**src/pss_regs.svh**
```systemverilog
`ifndef PSS_REGS_SVH
`define PSS_REGS_SVH

// device register locations (4-bit location select)
`define PSS_LOC_WIPER0   4'h0
`define PSS_LOC_WIPER1   4'h1
`define PSS_LOC_TERMINAL_CONNECT_CONTROL     4'h4
`define PSS_LOC_STATUS   4'h5

// device reset values
`define PSS_WIPER_RST    9'h080
`define PSS_TERMINAL_CONNECT_CONTROL_RST     9'h1ff

// command frame bit counts
`define PSS_OP_LAST_BIT  4'h5
`define PSS_BYTE_LAST    4'h7
`define PSS_WORD_LAST    4'hf

// controller register byte offsets
`define PSS_CTRL_OFS     4'h0
`define PSS_RXD_OFS      4'h4
`define PSS_IST_OFS      4'h8
`define PSS_IMASK_OFS    4'hc

// controller field positions
`define PSS_CTRL_LEN16   16
`define PSS_CTRL_MODE11  17
`define PSS_CTRL_HV      18
`define PSS_CTRL_GO      31
`define PSS_RXD_BUSY     16
`define PSS_IRQ_DONE     0
`define PSS_IRQ_ERR      1

// serial clock timing
`define PSS_CLK_NS       10
`define PSS_SCK_HALF_NS  50
`define PSS_SCK_HALF_CYC ((`PSS_SCK_HALF_NS + `PSS_CLK_NS - 1) / `PSS_CLK_NS)

`endif

```
**src/pss_pkg.sv**
```systemverilog
package pss_pkg;
  typedef enum logic [1:0]
  {
    PSS_OP_WRITE = 2'h0,
    PSS_OP_INC   = 2'h1,
    PSS_OP_DEC   = 2'h2,
    PSS_OP_READ  = 2'h3
  } pss_op_t;

  typedef enum logic [2:0]
  {
    PSS_H_IDLE,
    PSS_H_SETUP,
    PSS_H_LOW,
    PSS_H_HIGH,
    PSS_H_HOLD
  } pss_hstate_t;

  typedef logic [8:0] pss_word_t;
endpackage

```
**src/pss_if.sv**
```systemverilog
`timescale 1ns/1ps
interface pss_if;
  logic cs_n;
  logic high_voltage_select_level;
  logic sck;
  logic mosi;
  logic miso;
  logic miso_oe;

  modport device
  (
    input  cs_n,
    input  high_voltage_select_level,
    input  sck,
    input  mosi,
    output miso,
    output miso_oe
  );

  modport host
  (
    output cs_n,
    output high_voltage_select_level,
    output sck,
    output mosi,
    input  miso,
    input  miso_oe
  );
endinterface

```
**src/pss_sync.sv**
```systemverilog
`timescale 1ns/1ps
module pss_sync #(
  parameter int unsigned     W   = 1,
  parameter logic [W-1:0]    RST = '0
) (
  input  wire logic          aclk,
  input  wire logic          aresetn,
  input  wire logic [W-1:0]  d,
  output logic      [W-1:0]  q
);
  logic [W-1:0] meta_r;

  // two stages; only the second stage is visible to logic
  always_ff @(posedge aclk)
  begin
    if (!aresetn)
    begin
      meta_r <= RST;
      q      <= RST;
    end
    else
    begin
      meta_r <= d;
      q      <= meta_r;
    end
  end
endmodule

```
**src/pss_device.sv**
```systemverilog
`timescale 1ns/1ps
`include "pss_regs.svh"
// Functional notes
// - master frames commands by asserting chip select
// - select start drives output, clears bit count
// - invalid command gives low error bit
// - deselect resets logic, ignores clock and data
// - modes 0,0 and 1,1; rise samples, fall drives
// - serial clock at most 10 MHz
// - high-voltage select acts like normal select
// - command byte: location, opcode, two data bits
// - opcodes 11 read, 00 write, 01 inc, 10 dec
// - increment/decrement only on wiper locations
// - six ones, then error bit seventh
// - read returns data; others return ones
// - valid location/opcode pairs set error bit high
// - nine stored bits, tenth write bit dropped
// - partial commands ignored; write needs sixteen clocks
// - after error ignore commands, output low
// - write joins upper bit with data byte
// - mode taken from clock level at select
module pss_device (
  input  wire logic         aclk,
  input  wire logic         aresetn,
  pss_if.device             link,
  input  wire pss_pkg::pss_word_t status_in,
  output pss_pkg::pss_word_t      wiper0_position,
  output pss_pkg::pss_word_t      wiper1_position,
  output pss_pkg::pss_word_t      terminal_connect_control,
  output logic              mode11,
  output logic              cmd_error
);
  import pss_pkg::*;

  logic       cs_n_s;
  logic       hv_s;
  logic       sck_s;
  logic       mosi_s;
  logic       sel;
  logic       sel_d_r;
  logic       sck_d_r;
  logic       start;
  logic       rise;
  logic       fall;
  logic [3:0] cnt_r;
  logic [7:0] sh_r;
  logic [7:0] nb;
  logic [3:0] location_select_field_r;
  pss_op_t    operation_code_field_r;
  logic       upper_data_bit_r;
  logic       err_r;
  logic       miso_r;
  logic       miso_oe_r;
  logic       exec_inc;
  logic       exec_dec;
  logic       exec_wr;
  pss_word_t  rdat;
  pss_word_t  wdat;
  logic       out_bit;

  // pins cross into aclk before any edge detection
  pss_sync #(
    .W   (4),
    .RST (4'h8)
  ) u_sync (
    .aclk    (aclk),
    .aresetn (aresetn),
    .d       ({link.cs_n, link.high_voltage_select_level, link.sck, link.mosi}),
    .q       ({cs_n_s, hv_s, sck_s, mosi_s})
  );

  // high-voltage select is just another active level
  assign sel = !cs_n_s || hv_s;
  assign start = sel && !sel_d_r;
  assign rise  = sel && sck_s && !sck_d_r;
  assign fall  = sel && !sck_s && sck_d_r;
  assign nb    = {sh_r[6:0], mosi_s};

  // which location/opcode pairs are legal
  function automatic logic pair_ok(input logic [3:0] loc, input pss_op_t op);
    if (loc == `PSS_LOC_WIPER0 || loc == `PSS_LOC_WIPER1)
      pair_ok = 1'b1;
    else if (loc == `PSS_LOC_TERMINAL_CONNECT_CONTROL)
      pair_ok = (op == PSS_OP_READ) || (op == PSS_OP_WRITE);
    else if (loc == `PSS_LOC_STATUS)
      pair_ok = (op == PSS_OP_READ);
    else
      pair_ok = 1'b0;
  endfunction

  // read mux over the nine-bit map
  function automatic pss_word_t map_rd(input logic [3:0] loc, input pss_word_t w0,
                                       input pss_word_t w1, input pss_word_t tc,
                                       input pss_word_t st);
    if (loc == `PSS_LOC_WIPER0)
      map_rd = w0;
    else if (loc == `PSS_LOC_WIPER1)
      map_rd = w1;
    else if (loc == `PSS_LOC_TERMINAL_CONNECT_CONTROL)
      map_rd = tc;
    else if (loc == `PSS_LOC_STATUS)
      map_rd = st;
    else
      map_rd = '0;
  endfunction

  // edge history of the synchronised pins
  always_ff @(posedge aclk)
  begin
    if (!aresetn)
    begin
      sel_d_r <= 1'b0;
      sck_d_r <= 1'b0;
    end
    else
    begin
      sel_d_r <= sel;
      sck_d_r <= sck_s;
    end
  end

  // mode is whatever the clock idles at when selected
  always_ff @(posedge aclk)
  begin
    if (!aresetn)
      mode11 <= 1'b0;
    else if (start)
      mode11 <= sck_s;
  end

  // bit counter and input shifter; nothing moves while deselected
  always_ff @(posedge aclk)
  begin
    if (!aresetn || !sel || start)
    begin
      cnt_r <= 4'h0;
      sh_r  <= 8'h00;
    end
    else if (rise && !err_r)
    begin
      sh_r <= nb;
      if (cnt_r == `PSS_BYTE_LAST && operation_code_field_r != PSS_OP_READ
          && operation_code_field_r != PSS_OP_WRITE)
        cnt_r <= 4'h0;
      else
        cnt_r <= cnt_r + 4'h1;
    end
  end

  // command byte fields captured as they complete
  always_ff @(posedge aclk)
  begin
    if (!aresetn || !sel)
    begin
      location_select_field_r <= 4'h0;
      operation_code_field_r  <= PSS_OP_WRITE;
      upper_data_bit_r        <= 1'b0;
    end
    else if (rise && !err_r)
    begin
      if (cnt_r == `PSS_OP_LAST_BIT)
      begin
        location_select_field_r <= nb[5:2];
        operation_code_field_r  <= pss_op_t'(nb[1:0]);
      end
      if (cnt_r == `PSS_BYTE_LAST)
        upper_data_bit_r <= mosi_s;
    end
  end

  // error latch: only deselect clears it
  always_ff @(posedge aclk)
  begin
    if (!aresetn || !sel)
      err_r <= 1'b0;
    else if (rise && !err_r && cnt_r == `PSS_OP_LAST_BIT)
      err_r <= !pair_ok(nb[5:2], pss_op_t'(nb[1:0]));
  end

  // commands act only on their last clock, so partial frames do nothing
  always_comb
  begin
    exec_inc = rise && !err_r && cnt_r == `PSS_BYTE_LAST
               && operation_code_field_r == PSS_OP_INC;
    exec_dec = rise && !err_r && cnt_r == `PSS_BYTE_LAST
               && operation_code_field_r == PSS_OP_DEC;
    exec_wr  = rise && !err_r && cnt_r == `PSS_WORD_LAST
               && operation_code_field_r == PSS_OP_WRITE;
    wdat     = {upper_data_bit_r, nb};
  end

  // wiper registers; saturation limits are not modelled, counts wrap
  always_ff @(posedge aclk)
  begin
    if (!aresetn)
    begin
      wiper0_position <= `PSS_WIPER_RST;
      wiper1_position <= `PSS_WIPER_RST;
    end
    else if (location_select_field_r == `PSS_LOC_WIPER0)
    begin
      if (exec_wr)
        wiper0_position <= wdat;
      else if (exec_inc)
        wiper0_position <= wiper0_position + 9'h001;
      else if (exec_dec)
        wiper0_position <= wiper0_position - 9'h001;
    end
    else if (location_select_field_r == `PSS_LOC_WIPER1)
    begin
      if (exec_wr)
        wiper1_position <= wdat;
      else if (exec_inc)
        wiper1_position <= wiper1_position + 9'h001;
      else if (exec_dec)
        wiper1_position <= wiper1_position - 9'h001;
    end
  end

  // terminal control register, written only
  always_ff @(posedge aclk)
  begin
    if (!aresetn)
      terminal_connect_control <= `PSS_TERMINAL_CONNECT_CONTROL_RST;
    else if (exec_wr && location_select_field_r == `PSS_LOC_TERMINAL_CONNECT_CONTROL)
      terminal_connect_control <= wdat;
  end

  // next output bit by position: ones, error bit, then read data
  always_comb
  begin
    rdat = map_rd(location_select_field_r, wiper0_position, wiper1_position,
                  terminal_connect_control, status_in);
    if (err_r)
      out_bit = 1'b0;
    else if (cnt_r <= 4'h6)
      out_bit = 1'b1;
    else if (operation_code_field_r != PSS_OP_READ)
      out_bit = 1'b1;
    else if (cnt_r == `PSS_BYTE_LAST)
      out_bit = rdat[8];
    else
      out_bit = rdat[3'(~cnt_r[2:0])];
  end

  // while selected, output changes only on falling clock edges
  always_ff @(posedge aclk)
  begin
    if (!aresetn || !sel)
      miso_r <= 1'b1;
    else if (start)
      miso_r <= 1'b1;
    else if (fall)
      miso_r <= out_bit;
  end

  // drive the pin for the whole select window
  always_ff @(posedge aclk)
  begin
    if (!aresetn)
      miso_oe_r <= 1'b0;
    else
      miso_oe_r <= sel;
  end

  assign link.miso    = miso_r;
  assign link.miso_oe = miso_oe_r;
  assign cmd_error    = err_r;
endmodule

```
**src/flat_wrapper.sv**
```systemverilog
// flat-port wrapper written by rule: the top's interface ports become plain ports
module pss_device_flat import pss_pkg::*;
  (aclk, aresetn, status_in, wiper0_position, wiper1_position, terminal_connect_control, mode11, cmd_error, link_cs_n, link_high_voltage_select_level, link_sck, link_mosi, link_miso, link_miso_oe);
  pss_if link_i ();
  input  wire logic aclk;
  input  wire logic aresetn;
  input  wire pss_pkg::pss_word_t status_in;
  output pss_pkg::pss_word_t wiper0_position;
  output pss_pkg::pss_word_t wiper1_position;
  output pss_pkg::pss_word_t terminal_connect_control;
  output logic mode11;
  output logic cmd_error;
  input wire logic [$bits(link_i.cs_n)-1:0] link_cs_n;
  input wire logic [$bits(link_i.high_voltage_select_level)-1:0] link_high_voltage_select_level;
  input wire logic [$bits(link_i.sck)-1:0] link_sck;
  input wire logic [$bits(link_i.mosi)-1:0] link_mosi;
  output wire logic [$bits(link_i.miso)-1:0] link_miso;
  output wire logic [$bits(link_i.miso_oe)-1:0] link_miso_oe;
  assign link_i.cs_n = link_cs_n;
  assign link_i.high_voltage_select_level = link_high_voltage_select_level;
  assign link_i.sck = link_sck;
  assign link_i.mosi = link_mosi;
  assign link_miso = link_i.miso;
  assign link_miso_oe = link_i.miso_oe;
  pss_device u_core (.aclk(aclk), .aresetn(aresetn), .link(link_i), .status_in(status_in), .wiper0_position(wiper0_position), .wiper1_position(wiper1_position), .terminal_connect_control(terminal_connect_control), .mode11(mode11), .cmd_error(cmd_error));
endmodule
```
**config.mk**
```make
export PLATFORM = sky130hd
export DESIGN_NAME = pss_device_flat
export DESIGN_NICKNAME = d
export VERILOG_FILES = /design/src/pss_pkg.sv /design/src/pss_if.sv /design/src/pss_sync.sv /design/src/pss_device.sv /design/src/flat_wrapper.sv
export VERILOG_INCLUDE_DIRS = /design/src
export SDC_FILE = /design/constraint.sdc
export NUM_CORES = 1
export LEC_CHECK = 0
export BUFFER_PORTS_ARGS = -buffer_cell sky130_fd_sc_hd__buf_2
export CAP_MARGIN = 25
export CORE_ASPECT_RATIO = 1.2
export CORE_UTILIZATION = 52
export DETAILED_ROUTE_END_ITERATION = 12
export PLACE_DENSITY = 0.76
export SYNTH_ARGS = -nofsm -noshare
export SYNTH_HDL_FRONTEND = slang
export SYNTH_SLANG_ARGS = --single-unit
```
**constraint.sdc**
```tcl
create_clock -name aclk -period 3.5 [get_ports aclk]
set_clock_uncertainty 0.1 [all_clocks]
set_input_delay 0.35 -clock aclk [delete_from_list [all_inputs] [get_ports aclk]]
set_output_delay 0.35 -clock aclk [all_outputs]
set_load 0.02 [all_outputs]
```
==> Word-level counts from Yosys, hierarchy flattened <==
Cells that the tools add are included.
{ "totals": {"reg_bits": 58, "inputBits": 15, "out_inout_bits": 31, "word_cells": 98} }
{ "classes": {"addsub": 5, "n_lt_le_gt_ge": 2, "eq_ne": 13, "n_mux": 22, "n_bitwise": 2, "reduce_logical": 39} }
{ "ops": {"columns": ["op", "count"], "rows": [
  ["$mux 9", 10],
  ["$eq 4x3->1 const B", 6],
  ["$add 9x1->9 const B", 2],
  ["$sub 9x1->9 const B", 2],
  ["$logic_and 1x1->1", 15],
  ["$mux 1", 10],
  ["$eq 4x1->1 const B", 2],
  ["$logic_not 1->1", 8],
  ["$logic_not 4->1", 2],
  ["$reduce_and 2->1", 3],
  ["$logic_or 1x1->1", 5],
  ["$lt 3x5->1 const B", 1],
  ["$add 4x1->4 const B", 1],
  ["$eq 2x2->1 const B", 2],
  ["$eq 4x4->1 const B", 1],
  ["$le 4x3->1 const B", 1],
  ["$logic_not 2->1", 2],
  ["$mux 4", 1],
  ["$bmux 1 s3", 1],
  ["$not 3->3", 1],
  ["$reduce_and 3->1", 1],
  ["$reduce_bool 3->1", 1],
  ["$eq 2x1->1 const B", 1],
  ["$ne 2x2->1 const B", 1],
  ["other kinds (3)", 3]
]} }

==> Logic depth before layout (Yosys ltp) <==
Gate-level depths: netlist of run 1.
{ "logic_depth": {"ltp_word": 11, "depth_mapped": 12, "depth_no_buf": 10} }

==> Cells and area by module <==
From an unflattened synthesis of run 1, not the netlist that was laid out.
{ "unflattened": {"hier_cells": 370, "area_unflattened_um2": 3383.2} }
{ "modules_own_cells": {"columns": ["module", "n_inst", "cells_per_inst", "area_per_inst_um2", "seq_area_each_um2"], "rows": [
  ["pss_device", 1, 354, 3173.0, 1001.0],
  ["pss_sync", 1, 16, 210.2, 160.2]
]} }

==> Worst setup path after synthesis of run 1 <==
OpenSTA, ideal clock, no wires.
{ "synth_path": {"kind": "register to register", "start": "register u_core.err_r, in the netlist u_core.cmd_error", "end": "register u_core.wiper0_position[7]", "setup_time_ns": 0.081, "t_arrival_ns": 3.307, "required_ns": 3.319, "setup_slack_ns": 0.012, "path_stages_with_launch": 12, "path_buffers": 2, "synth_period_minus_slack_ns": 3.488, "cell_sequence": "dfxtp_1 -> or4b_1 -> buf_2 -> clkbuf_1 -> or2_2 -> ha_1 -> a21o_1 -> a211o_1 -> a2111oi_1 -> o31a_1 -> o21ai_0 -> a41oi_1"} }
{ "synth_between": {"elab_chain_len": 6, "elab_cells_between_ends": 11, "cone_classes": "mux: 2; reduce/logical: 9"} }
{ "synth_rtl": {"columns": ["item", "line_no", "text"], "rows": [
  ["from (decl)", "pss_device.sv:51", "logic err_r;"],
  ["from (signal assigned)", "pss_device.sv:177", "err_r <= !pair_ok(nb[5:2], pss_op_t'(nb[1:0]));"],
  ["$logic_not 1->1 *", "pss_device.sv:183, pss_device.sv:185, pss_device.sv:187", null],
  ["$logic_and 1x1->1 *", "pss_device.sv:183, pss_device.sv:185, pss_device.sv:187", null],
  ["$logic_and 1x1->1 (no line)", null, null],
  ["$logic_and 1x1->1, on equally long branches", "pss_device.sv:187, pss_device.sv:183, pss_device.sv:185", null],
  ["$reduce_bool 3->1 (no line) / $mux 9 (equally long branches)", null, null],
  ["$reduce_and 2->1 (no line) / $mux 9 (equally long branches)", null, null],
  ["to (signal assigned)", "pss_device.sv:197", "wiper0_position <= `PSS_WIPER_RST;"],
  ["to (signal assigned)", "pss_device.sv:203", "wiper0_position <= wdat;"],
  ["to (signal assigned)", "pss_device.sv:205", "wiper0_position <= wiper0_position + 9'h001;"],
  ["to (decl)", "pss_device.sv:27", "output pss_pkg::pss_word_t wiper0_position,"]
]} }
Mark *: on every way between the ends. The rest lies on a longest branch, timed or not.
A chain may end at the register's enable or synchronous reset.

==> Worst setup path after layout of run 1 <==
{ "layout_path": {"start": "register u_core.u_sync.q[3]", "end": "register u_core.wiper0_position[7]"} }
{ "layout_between": {"elab_chain_len": 9, "elab_cells_between_ends": 14, "cone_classes": "mux: 2; reduce/logical: 12"} }
{ "layout_rtl": {"columns": ["item", "line_no", "text"], "rows": [
  ["from (decl)", "pss_sync.sv:9", "output logic [W-1:0] q"],
  ["from (signal assigned)", "pss_sync.sv:24", "q <= meta_r;"],
  ["$logic_not 1->1 *", "pss_device.sv:73", "assign sel = !cs_n_s || hv_s;"],
  ["$logic_or 1x1->1 *", "pss_device.sv:73", null],
  ["$logic_and 1x1->1 * (2 in a row)", "pss_device.sv:75", "assign rise = sel && sck_s && !sck_d_r;"],
  ["$logic_and 1x1->1 *", "pss_device.sv:183, pss_device.sv:185, pss_device.sv:187", null],
  ["$logic_and 1x1->1 (no line)", null, null],
  ["$logic_and 1x1->1, on equally long branches", "pss_device.sv:187, pss_device.sv:183, pss_device.sv:185", null],
  ["$reduce_bool 3->1 (no line) / $mux 9 (equally long branches)", null, null],
  ["$reduce_and 2->1 (no line) / $mux 9 (equally long branches)", null, null]
]} }
Marks and branches as above.

==> impl_metrics.env, run 1 <==
export IMPL_pwr_share_comb=0.024
export IMPL_syn_area_per_cell_um2=8.76
export IMPL_synth_warnings=0
export IMPL_synth_top_area_share=0.349
export IMPL_post_route_util=0.624
export IMPL_synth_cell_type_count=58
export IMPL_cts_buffers=9
export IMPL_antenna_found_initial=0
export IMPL_outcome="finished, final reports clean"
export IMPL_rows=31
export IMPL_synth_edf_count=0
export IMPL_required_ns=3.66
export IMPL_cts_tree="yes"
export IMPL_fmax_mhz=307
export IMPL_hp_start="link_cs_n"
export IMPL_insertion_delay_ns=0.33
export IMPL_start_util=0.546
export IMPL_finalPower_mw=1.24
export IMPL_synth_async_sr_flop_share=0
export IMPL_drive_above_1_share=0.184
export IMPL_n_antenna_cell=0
export IMPL_track_usage=0.270
export IMPL_die_x_um=75.0
export IMPL_h_tree_depth=3
export IMPL_post_route_period_util=0.932
export IMPL_synth_main_ff_cell="dfxtp_1"
export IMPL_die_area_mm2=0.00672
export IMPL_grt_start_max_net_pins=41
export IMPL_holdWs_ns=0.0972
export IMPL_synth_fp_nets=415
export IMPL_r2r_start="u_core.u_sync.q[3]"
export IMPL_critPathLaunch="u_core.u_sync.q[3]"
export IMPL_hold_path_class="input pin to flip-flop"
export IMPL_crit_arrival_ns=3.42
export IMPL_drv_slew=0
export IMPL_internal_power_mw=0.967
export IMPL_antenna_left=0
export IMPL_drc=0
export IMPL_drt_iter0_markers=260
export IMPL_syn_instance_count=380
export IMPL_peakVddDrop_mv=0.151
export IMPL_grt_overflow=0
export IMPL_path_max_fanout=14
export IMPL_clkSinkCount=58
export IMPL_die_h_um=89.6
export IMPL_p_per_area_mw_per_mm2=325
export IMPL_finalWorstPathRequiredPeriod_ns=3.26
export IMPL_synth_commonest_cells="58 x dfxtp_1, 50 x nand2_1, 26 x mux2i_1, 24 x a21oi_1, 24 x nor2_1"
export IMPL_core_area_mm2=0.00609
export IMPL_start_kind="flip-flop"
export IMPL_synth_area_leader_cell="dfxtp_1"
export IMPL_vias_per_cell=5.81
export IMPL_dr_pass1_iters=4
export IMPL_cts_root_buf="clkbuf_8"
export IMPL_placed_cell_area_mm2=0.00363
export IMPL_switchingPower_mw=0.270
export IMPL_ys_ff_latch=58
export IMPL_areaGrowthSynthToFinish_pct=14.3
export IMPL_grt_pass1_wl_um=13400
export IMPL_yosysSeqAreaShare=0.349
export IMPL_holdBufCountCts=0
export IMPL_leakage_nw=1.61
export IMPL_stdcell_area_mm2=0.00380
export IMPL_synthTopCellsByArea="dfxtp_1 35%, mux2i_1 7.8%, ha_1 6.8%, nand2_1 5.6%, a21oi_1 3.6%"
export IMPL_tns_ns=0
export IMPL_wirelength_um=8280
export IMPL_worst_slew_pin_slew_ns=0.722
export IMPL_synth_most_common_cell="dfxtp_1"
export IMPL_nNetsFinal=460
export IMPL_grt_pass1_vias=2700
export IMPL_routed_via_count=2971
export IMPL_cts_setup_buffers=0
export IMPL_hpwl_um=5920
export IMPL_cts_buffer_depth=2
export IMPL_rsz0062_at_grt="no"
export IMPL_path_clk_slew_ns=0.06
export IMPL_syn_cell_area_mm2=0.00333
export IMPL_cap_violations=0
export IMPL_slew_headroom=0.516
export IMPL_p_seq_frac=0.541
export IMPL_power_frac_clock=0.434
export IMPL_io_pins=46
export IMPL_endpoint_kind="flip-flop"
export IMPL_switching_share=0.219
export IMPL_critical_path_class="flip-flop to flip-flop"
export IMPL_place_congestion=0.881
export IMPL_portBuffers=45
export IMPL_cts_resized_gates=0
export IMPL_setup_violations_final=0
export IMPL_hold_violations=0
export IMPL_post_drt_wl_per_cell_um=16.2
routing by layer:
layer  GRT usage  part of all wire
met3      0.0547             0.050
met1       0.351              0.43
met4       0.113             0.020
met2       0.434              0.50
met5           0                 0
per-stage QoR:
step / std cells / setup slack, ns
final: 511 / 0.239
after global placement: 496 / 0.338
after detailed placement: 496 / 0.230
after CTS: 511 / 0.203
after global routing: 511 / 0.0571
after floorplan: 380 / 0.0121
cell usage in the layout (no fill, tap or decap), types with 5 or more instances in the layout:
master     n
o21ai_0   20
a31oi_1   13
a21oi_1   24
dfxtp_1   58
mux2i_1   26
nor2_1    24
o211ai_1   5
o21ai_1    5
nand2b_1   5
nand2_1   50
and3_1     6
buf_4      9
inv_1      8
ha_1      18
clkbuf_8  11
buf_2     45
and2_1     7
xnor2_1    8
a21boi_0   5
or3_1      7
nand3_1   11
cell families after synthesis:
group                    Yosys count  share of synthesized area
buffers and inverters             28                     0.0361
flip-flops                        58                      0.349
adder cells (fa/ha/maj)           20                     0.0797
AND/OR/NAND/NOR                  136                      0.214
XOR/XNOR                          10                     0.0263
AO/OA/AOI/OAI                     98                      0.190
multiplexers                      30                      0.105
power by group through the flow:
stage               sequential [mW]  clock [mW]  combinational [mW]
finish                        0.670       0.538              0.0303
global route                  0.670       0.585              0.0337
CTS                           0.669       0.548              0.0306
detailed placement            0.684           0              0.0306
global placement              0.684           0              0.0296
floorplan                     0.684           0              0.0172
worst paths after layout:
path | end | slack (ns) | cells after the start
setup / recovery | u_core.wiper0_position[7] | 0.24 | 10
hold / removal | u_core.u_sync.meta_r[3] | 0.1 | 2
setup reg to reg | u_core.wiper0_position[7] | 0.24 | 10
hold reg to reg | u_core.u_sync.q[3] | 0.31 | 1
critical path: stages (launching register included):
cell and delay [ns]:
dfxtp_1 0.32, nor2b_4 0.14, or4b_1 0.49, or2_2 0.35
buf_4 0.21, ha_1 0.35, a211o_1 0.29, a2111oi_1 0.46
o31a_1 0.19, o21ai_0 0.08, a41oi_1 0.21
final cells by class:
class / count / area [µm²]
clock buffers: 12 / 155
clock inverters: 3 / 15.0
fillers: 539 / 2290
inverters: 8 / 30.0
multi-input cells: 294 / 2050
flip-flops and latches: 58 / 1160
well taps: 82 / 103
repair buffers: 54 / 293
registers in the layout, indices dropped and copies added, names as in the netlist:
signal / cells
u_core.upper_data_bit_r: 1
u_core.link.miso: 1
u_core.mode11: 1
u_core.wiper0_position: 9
u_core.link.miso_oe: 1
u_core.operation_code_field_r: 2
u_core.sh_r: 7
u_core.terminal_connect_control: 9
u_core.u_sync.q: 4
u_core.u_sync.meta_r: 4
u_core.wiper1_position: 9
u_core.cmd_error: 1
u_core.sck_d_r: 1
u_core.cnt_r: 4
u_core.location_select_field_r: 4
Power figures use the tool's default switching activity.
==> inputs of run 2 (changes only) <==
ABC_AREA = 1   (was unset)
==> run 2 against run 1 <==
  * Design area increased by 0.56%
  * Clock-buffer cell count decreased by 2
  * Die area increased by 1.6%
  * Combinational power increased by 13%
  * Area after synthesis increased by 1.7%
  * Core utilization decreased by 0.44 points
  * Sequential share of layout area decreased by 0.17 points
  * Flip-flop and latch count unchanged
  * Critical path type unchanged
==> impl_metrics.env, run 2 <==
export IMPL_cap_violations=0
export IMPL_reg2reg_depth=13
export IMPL_synth_cell_type_count=37
export IMPL_syn_instance_count=469
export IMPL_leakage_nw=1.75
export IMPL_antenna_left=0
export IMPL_portBuffers=45
export IMPL_n_antenna_cell=0
export IMPL_grt_pass1_wl_um=14200
export IMPL_synthTopCellsByArea="dfxtp_1 34%, nand2_1 11%, a21oi_1 6.8%, ha_1 6.7%, o21ai_0 6.7%"
export IMPL_critical_path_class="flip-flop to flip-flop"
export IMPL_fmax_mhz=328
export IMPL_synth_commonest_cells="98 x nand2_1, 58 x dfxtp_1, 46 x a21oi_1, 45 x o21ai_0, 42 x inv_1"
export IMPL_post_route_period_util=0.870
export IMPL_rsz0062_at_grt="no"
export IMPL_track_usage=0.276
export IMPL_io_pins=46
export IMPL_h_tree_depth=3
export IMPL_holdPathEnd="u_core.u_sync.meta_r[3]"
export IMPL_ff2ff_setup_slack_ns=0.45
export IMPL_cts_root_buf="clkbuf_8"
export IMPL_ys_ff_latch=58
export IMPL_wirelength_um=8910
export IMPL_routed_via_count=3307
export IMPL_dr_pass1_iters=5
export IMPL_endpoint_kind="flip-flop"
export IMPL_met3_usage=0.0636
export IMPL_drc=0
export IMPL_largest_registers="u_core.terminal_connect_control x9, u_core.wiper0_position x9, u_core.wiper1_position x9"
export IMPL_nNetsFinal=548
export IMPL_worst_slew_pin_slew_ns=0.717
export IMPL_final_common_cell="nand2_1"
export IMPL_r2r_start="u_core.cnt_r[2]"
export IMPL_grt_util_met1=0.336
export IMPL_cts_buffers=9
export IMPL_clkSinkCount=58
export IMPL_antenna_found_initial=0
export IMPL_drive_above_1_share=0.170
export IMPL_drv_slew=0
export IMPL_met2_usage=0.455
export IMPL_r2r_end="u_core.wiper1_position[3]"
export IMPL_hp_start="link_cs_n"
export IMPL_whs_path_depth=2
export IMPL_synth_fp_nets=504
export IMPL_tns_ns=0
export IMPL_hold_path_class="input pin to flip-flop"
export IMPL_outcome="finished, final reports clean"
export IMPL_top_usage_layer="met2"
export IMPL_syn_cell_area_mm2=0.00338
export IMPL_post_route_util=0.620
export IMPL_place_congestion=0.949
export IMPL_p_per_area_mw_per_mm2=340
export IMPL_setup_violations_final=0
export IMPL_cts_tree="yes"
export IMPL_post_drt_wl_per_cell_um=14.8
export IMPL_start_kind="flip-flop"
export IMPL_synth_top_area_share=0.343
export IMPL_grt_start_max_net_pins=34
export IMPL_hpwl_um=6400
export IMPL_path_max_fanout=18
export IMPL_cts_resized_gates=0
export IMPL_vias_per_cell=5.51
export IMPL_slew_headroom=0.520
export IMPL_yosysSeqAreaShare=0.343
export IMPL_insertion_delay_ns=0.35
export IMPL_synth_most_common_cell="nand2_1"
export IMPL_die_area_mm2=0.00683
export IMPL_synth_warnings=0
export IMPL_synth_main_ff_cell="dfxtp_1"
export IMPL_synth_area_leader_cell="dfxtp_1"
export IMPL_synth_async_sr_flop_share=0
export IMPL_finalWorstPathRequiredPeriod_ns=3.05
export IMPL_grt_overflow=0
export IMPL_areaGrowthSynthToFinish_pct=13.1
export IMPL_cts_setup_buffers=0
export IMPL_grt_pass1_vias=3017
export IMPL_crit_arrival_ns=3.18
export IMPL_required_ns=3.63
export IMPL_final_cell_mix="98 x nand2_1, 58 x dfxtp_1, 46 x a21oi_1"
export IMPL_drt_iter0_markers=251
export IMPL_path_clk_slew_ns=0.07
export IMPL_hold_violations=0
export IMPL_holdBufCountCts=0
export IMPL_start_util=0.548
export IMPL_synth_edf_count=0
export IMPL_rows=31
export IMPL_cts_buffer_depth=2
export IMPL_peakVddDrop_mv=0.219
export IMPL_die_h_um=90.3
export IMPL_syn_area_per_cell_um2=7.21
export IMPL_core_area_mm2=0.00617
export IMPL_die_x_um=75.6
## run 2: worst max path at each step
stage	slack [ns]	startpoint	endpoint
floorplan	0.90	u_core.cnt_r[1]	u_core.wiper1_position[3]
global placement	0.63	u_core.cnt_r[1]	u_core.wiper1_position[3]
detailed placement	0.51	u_core.cnt_r[2]	u_core.wiper1_position[3]
CTS	0.48	u_core.cnt_r[2]	u_core.wiper1_position[3]
global route	0.19	u_core.cnt_r[2]	u_core.wiper0_position[5]
finish	0.45	u_core.cnt_r[2]	u_core.wiper1_position[3]
## run 2: report_power, final
part           switching [mW]  internal, mW  total (mW)  leakage, nW
clock network           0.272         0.323       0.595       0.0958
logic                  0.0222        0.0120      0.0342         1.18
registers             0.00307         0.666       0.669        0.470
total                   0.297          1.00        1.30         1.75
## run 2: worst max-delay path, cell delays in order (launching register included)
cell and delay [ns]:
dfxtp_1 0.53, inv_2 0.07, nor2_2 0.10, nand2_1 0.08, nor2_2 0.17, nand3_2 0.43
ha_1 0.53, a21oi_1 0.15, nand2_1 0.09, or2_2 0.28, nand3_1 0.08, o21ai_0 0.08
o21ai_0 0.17, a21oi_1 0.06
## run 2: routing by layer
layer  part of all wire  routed length (µm)
met1               0.43                3840
met2               0.49                4400
met3              0.050                 443
met4              0.025                 221
met5                  0                   0
## run 2: logic make-up (layout without fill, tap and decap cells)
group | count (synthesis) | count (layout) | synth area share
AND/OR/NAND/NOR | 203 | 203 | 0.290
AO/OA/AOI/OAI | 121 | 121 | 0.194
buffers and inverters | 60 | 109 | 0.0762
flip-flops | 58 | 58 | 0.343
adder cells (fa/ha/maj) | 20 | 20 | 0.0784
XOR/XNOR | 7 | 7 | 0.0181
## run 2: final cells by class
class                      count  area (µm²)
sequential                    58        1160
inverter                      47         179
multi-input combinational    351        1960
tap                           82         103
clock buffer                  10         128
clock inverter                 6        57.6
timing repair buffer          46         233
fill                         601        2340
## run 2: through the flow
step | setup WS (ns) | cell area, µm² | hold slack (ns) | total power, mW | std cells
global route | 0.190 | 3820 | 0.0892 | 1.34 | 600
detailed placement | 0.509 | 3640 | 0.312 | 0.718 | 584
CTS | 0.483 | 3820 | 0.0774 | 1.31 | 600
floorplan | 0.895 | 3380 | 0.290 | 0.702 | 469
finish | 0.454 | 3820 | 0.0902 | 1.30 | 600
global placement | 0.626 | 3640 | 0.301 | 0.717 | 584
==> inputs of run 3 (changes only) <==
--- a/config.mk
+++ b/config.mk
@@ -7,11 +7,12 @@
 export NUM_CORES = 1
 export LEC_CHECK = 0
-export ABC_AREA = 1
 export BUFFER_PORTS_ARGS = -buffer_cell sky130_fd_sc_hd__buf_2
 export CAP_MARGIN = 25
+export CELL_PAD_IN_SITES_DETAIL_PLACEMENT = 0
+export CELL_PAD_IN_SITES_GLOBAL_PLACEMENT = 1
 export CORE_ASPECT_RATIO = 1.2
-export CORE_UTILIZATION = 52
+export CORE_UTILIZATION = 39
 export DETAILED_ROUTE_END_ITERATION = 12
-export PLACE_DENSITY = 0.76
+export PLACE_DENSITY_LB_ADDON = 0.1
 export SYNTH_ARGS = -nofsm -noshare
 export SYNTH_HDL_FRONTEND = slang
--- a/constraint.sdc
+++ b/constraint.sdc
@@ -3,3 +3,3 @@
 set_input_delay 0.35 -clock aclk [delete_from_list [all_inputs] [get_ports aclk]]
 set_output_delay 0.35 -clock aclk [all_outputs]
-set_load 0.02 [all_outputs]
+set_load 0.005 [all_outputs]
==> run 3 against run 2 <==
  * Die area up 30%
  * Setup slack worse by 0.22 ns
  * Clock-buffer cell count did not move
  * Global-route usage is 5.8 points lower
  * Fmax shrank 6.8%
  * Design area is 1.3% higher
  * Power grew 5.8%
  * Sequential share of layout area decreased by 0.38 points
  * Critical path type unchanged
  * Largest cell class unchanged
  * Largest power group is now the clock network
==> impl_metrics.env, run 3 (synthesis results as in run 1) <==
export IMPL_outcome="finished, final reports clean"
export IMPL_path_clk_slew_ns=0.07
export IMPL_insertion_delay_ns=0.34
export IMPL_rows=36
export IMPL_hold_violations=0
export IMPL_routed_via_count=2989
export IMPL_setup_violations_final=0
export IMPL_cts_buffers=9
export IMPL_nNetsFinal=459
export IMPL_place_congestion=0.799
export IMPL_cts_resized_gates=0
export IMPL_n_antenna_cell=0
export IMPL_final_common_cell="dfxtp_1"
export IMPL_h_tree_depth=3
export IMPL_critPathLaunch="u_core.u_sync.q[3]"
export IMPL_leakage_nw=1.61
export IMPL_path_max_fanout=15
export IMPL_regArea_mm2=0.00116
export IMPL_antenna_found_initial=0
export IMPL_vias_per_cell=5.51
export IMPL_holdBufCountCts=0
export IMPL_drt_iter0_markers=124
export IMPL_drv_slew=0
export IMPL_portBuffers=45
export IMPL_rsz0062_at_grt="no"
export IMPL_placed_cell_area_mm2=0.00366
export IMPL_multiInputGateArea_mm2=0.00205
export IMPL_grt_pass1_wl_um=14500
export IMPL_hp_start="link_cs_n"
export IMPL_dr_pass1_iters=4
export IMPL_post_route_period_util=0.933
export IMPL_start_kind="flip-flop"
export IMPL_track_usage=0.218
export IMPL_drive_above_1_share=0.182
export IMPL_wirelength_um=9210
export IMPL_core_area_mm2=0.00820
export IMPL_cts_setup_buffers=0
export IMPL_endpoint_kind="flip-flop"
export IMPL_grt_pass1_vias=2678
export IMPL_hpwl_um=6620
export IMPL_fill_cells=874
export IMPL_peakVddDrop_mv=0.160
export IMPL_drc=0
export IMPL_cts_buffer_depth=2
export IMPL_tns_ns=0
export IMPL_worst_slew_pin_slew_ns=0.712
export IMPL_fmax_mhz=306
export IMPL_cts_tree="yes"
export IMPL_final_cell_mix="58 x dfxtp_1, 50 x nand2_1, 45 x buf_2"
export IMPL_clkSinkCount=58
export IMPL_critical_path_class="flip-flop to flip-flop"
export IMPL_p_per_area_mw_per_mm2=355
export IMPL_hold_path_class="input pin to flip-flop"
export IMPL_slew_headroom=0.522
export IMPL_antenna_left=0
export IMPL_die_x_um=86.3
export IMPL_stdcell_area_mm2=0.00387
export IMPL_start_util=0.406
export IMPL_grt_start_max_net_pins=41
export IMPL_largest_registers="u_core.terminal_connect_control x9, u_core.wiper0_position x9, u_core.wiper1_position x9"
export IMPL_finalWorstPathRequiredPeriod_ns=3.27
export IMPL_grt_overflow=0
export IMPL_r2r_start="u_core.u_sync.q[3]"
export IMPL_required_ns=3.66
export IMPL_crit_arrival_ns=3.43
export IMPL_die_h_um=103
export IMPL_areaGrowthSynthToFinish_pct=16.4
export IMPL_cts_root_buf="clkbuf_8"
export IMPL_post_drt_wl_per_cell_um=17.0
export IMPL_io_pins=46
export IMPL_die_area_mm2=0.00891
export IMPL_cap_violations=0
==> run 3: changes by cell type in the layout (fill, tap and decap cells not counted), moves of 22 or more <==
cell	change
nand3_1	-30
nand2_1	-48
a21oi_1	-22
inv_1	-34
mux2i_1	+26
o21ai_0	-25
==> run 3: layer usage <==
layer	share of wire	track usage
met5	0	0
met1	0.46	0.278
met3	0.034	0.0421
met4	0.0031	0.0731
met2	0.50	0.372
==> run 3: through the flow <==
stage / hold slack, ns / utilization / cells / worst slack, ns / total power [mW]
2_1_floorplan: 0.286 / - / 380 / 0.0702 / 0.700
3_3_place_gp: 0.295 / 0.447 / 527 / 0.324 / 0.715
3_5_place_dp: 0.308 / 0.447 / 527 / 0.248 / 0.716
4_1_cts: 0.0702 / 0.472 / 542 / 0.228 / 1.39
5_1_grt: 0.0973 / 0.472 / 542 / 0.0474 / 1.42
6_report: 0.0922 / 0.472 / 542 / 0.233 / 1.37
==> run 3: final timing paths <==
kind	to	slack [ns]	depth (start not counted)
setup / recovery	u_core.wiper0_position[7]	0.23	10
hold / removal	u_core.u_sync.meta_r[3]	0.09	2
setup reg to reg	u_core.wiper0_position[7]	0.23	10
hold reg to reg	u_core.u_sync.q[3]	0.32	1
==> run 3: layout make-up <==
type | count | area share
inverters | 8 | 0.00775
flip-flops and latches | 58 | 0.300
repair buffers | 53 | 0.0737
clock buffers | 10 | 0.0330
multi-input cells | 294 | 0.528
clock inverters | 5 | 0.0207
well taps | 114 | 0.0368
==> run 3: critical path, stage by stage (launching register included) <==
cell,delay (ns)
dfxtp_1,0.31
nor2b_4,0.14
or4b_1,0.50
or2_2,0.34
buf_4,0.21
ha_1,0.35
a211o_1,0.29
a2111oi_1,0.47
o31a_1,0.19
o21ai_0,0.08
a41oi_1,0.20
==> run 3: report_power, final <==
| part | internal (mW) | total (mW) | leakage, nW | switching (mW) |
|---|---|---|---|---|
| clock network | 0.396 | 0.674 | 0.0984 | 0.278 |
| logic | 0.0142 | 0.0305 | 1.04 | 0.0163 |
| registers | 0.665 | 0.669 | 0.470 | 0.00418 |
| total | 1.08 | 1.37 | 1.61 | 0.298 |
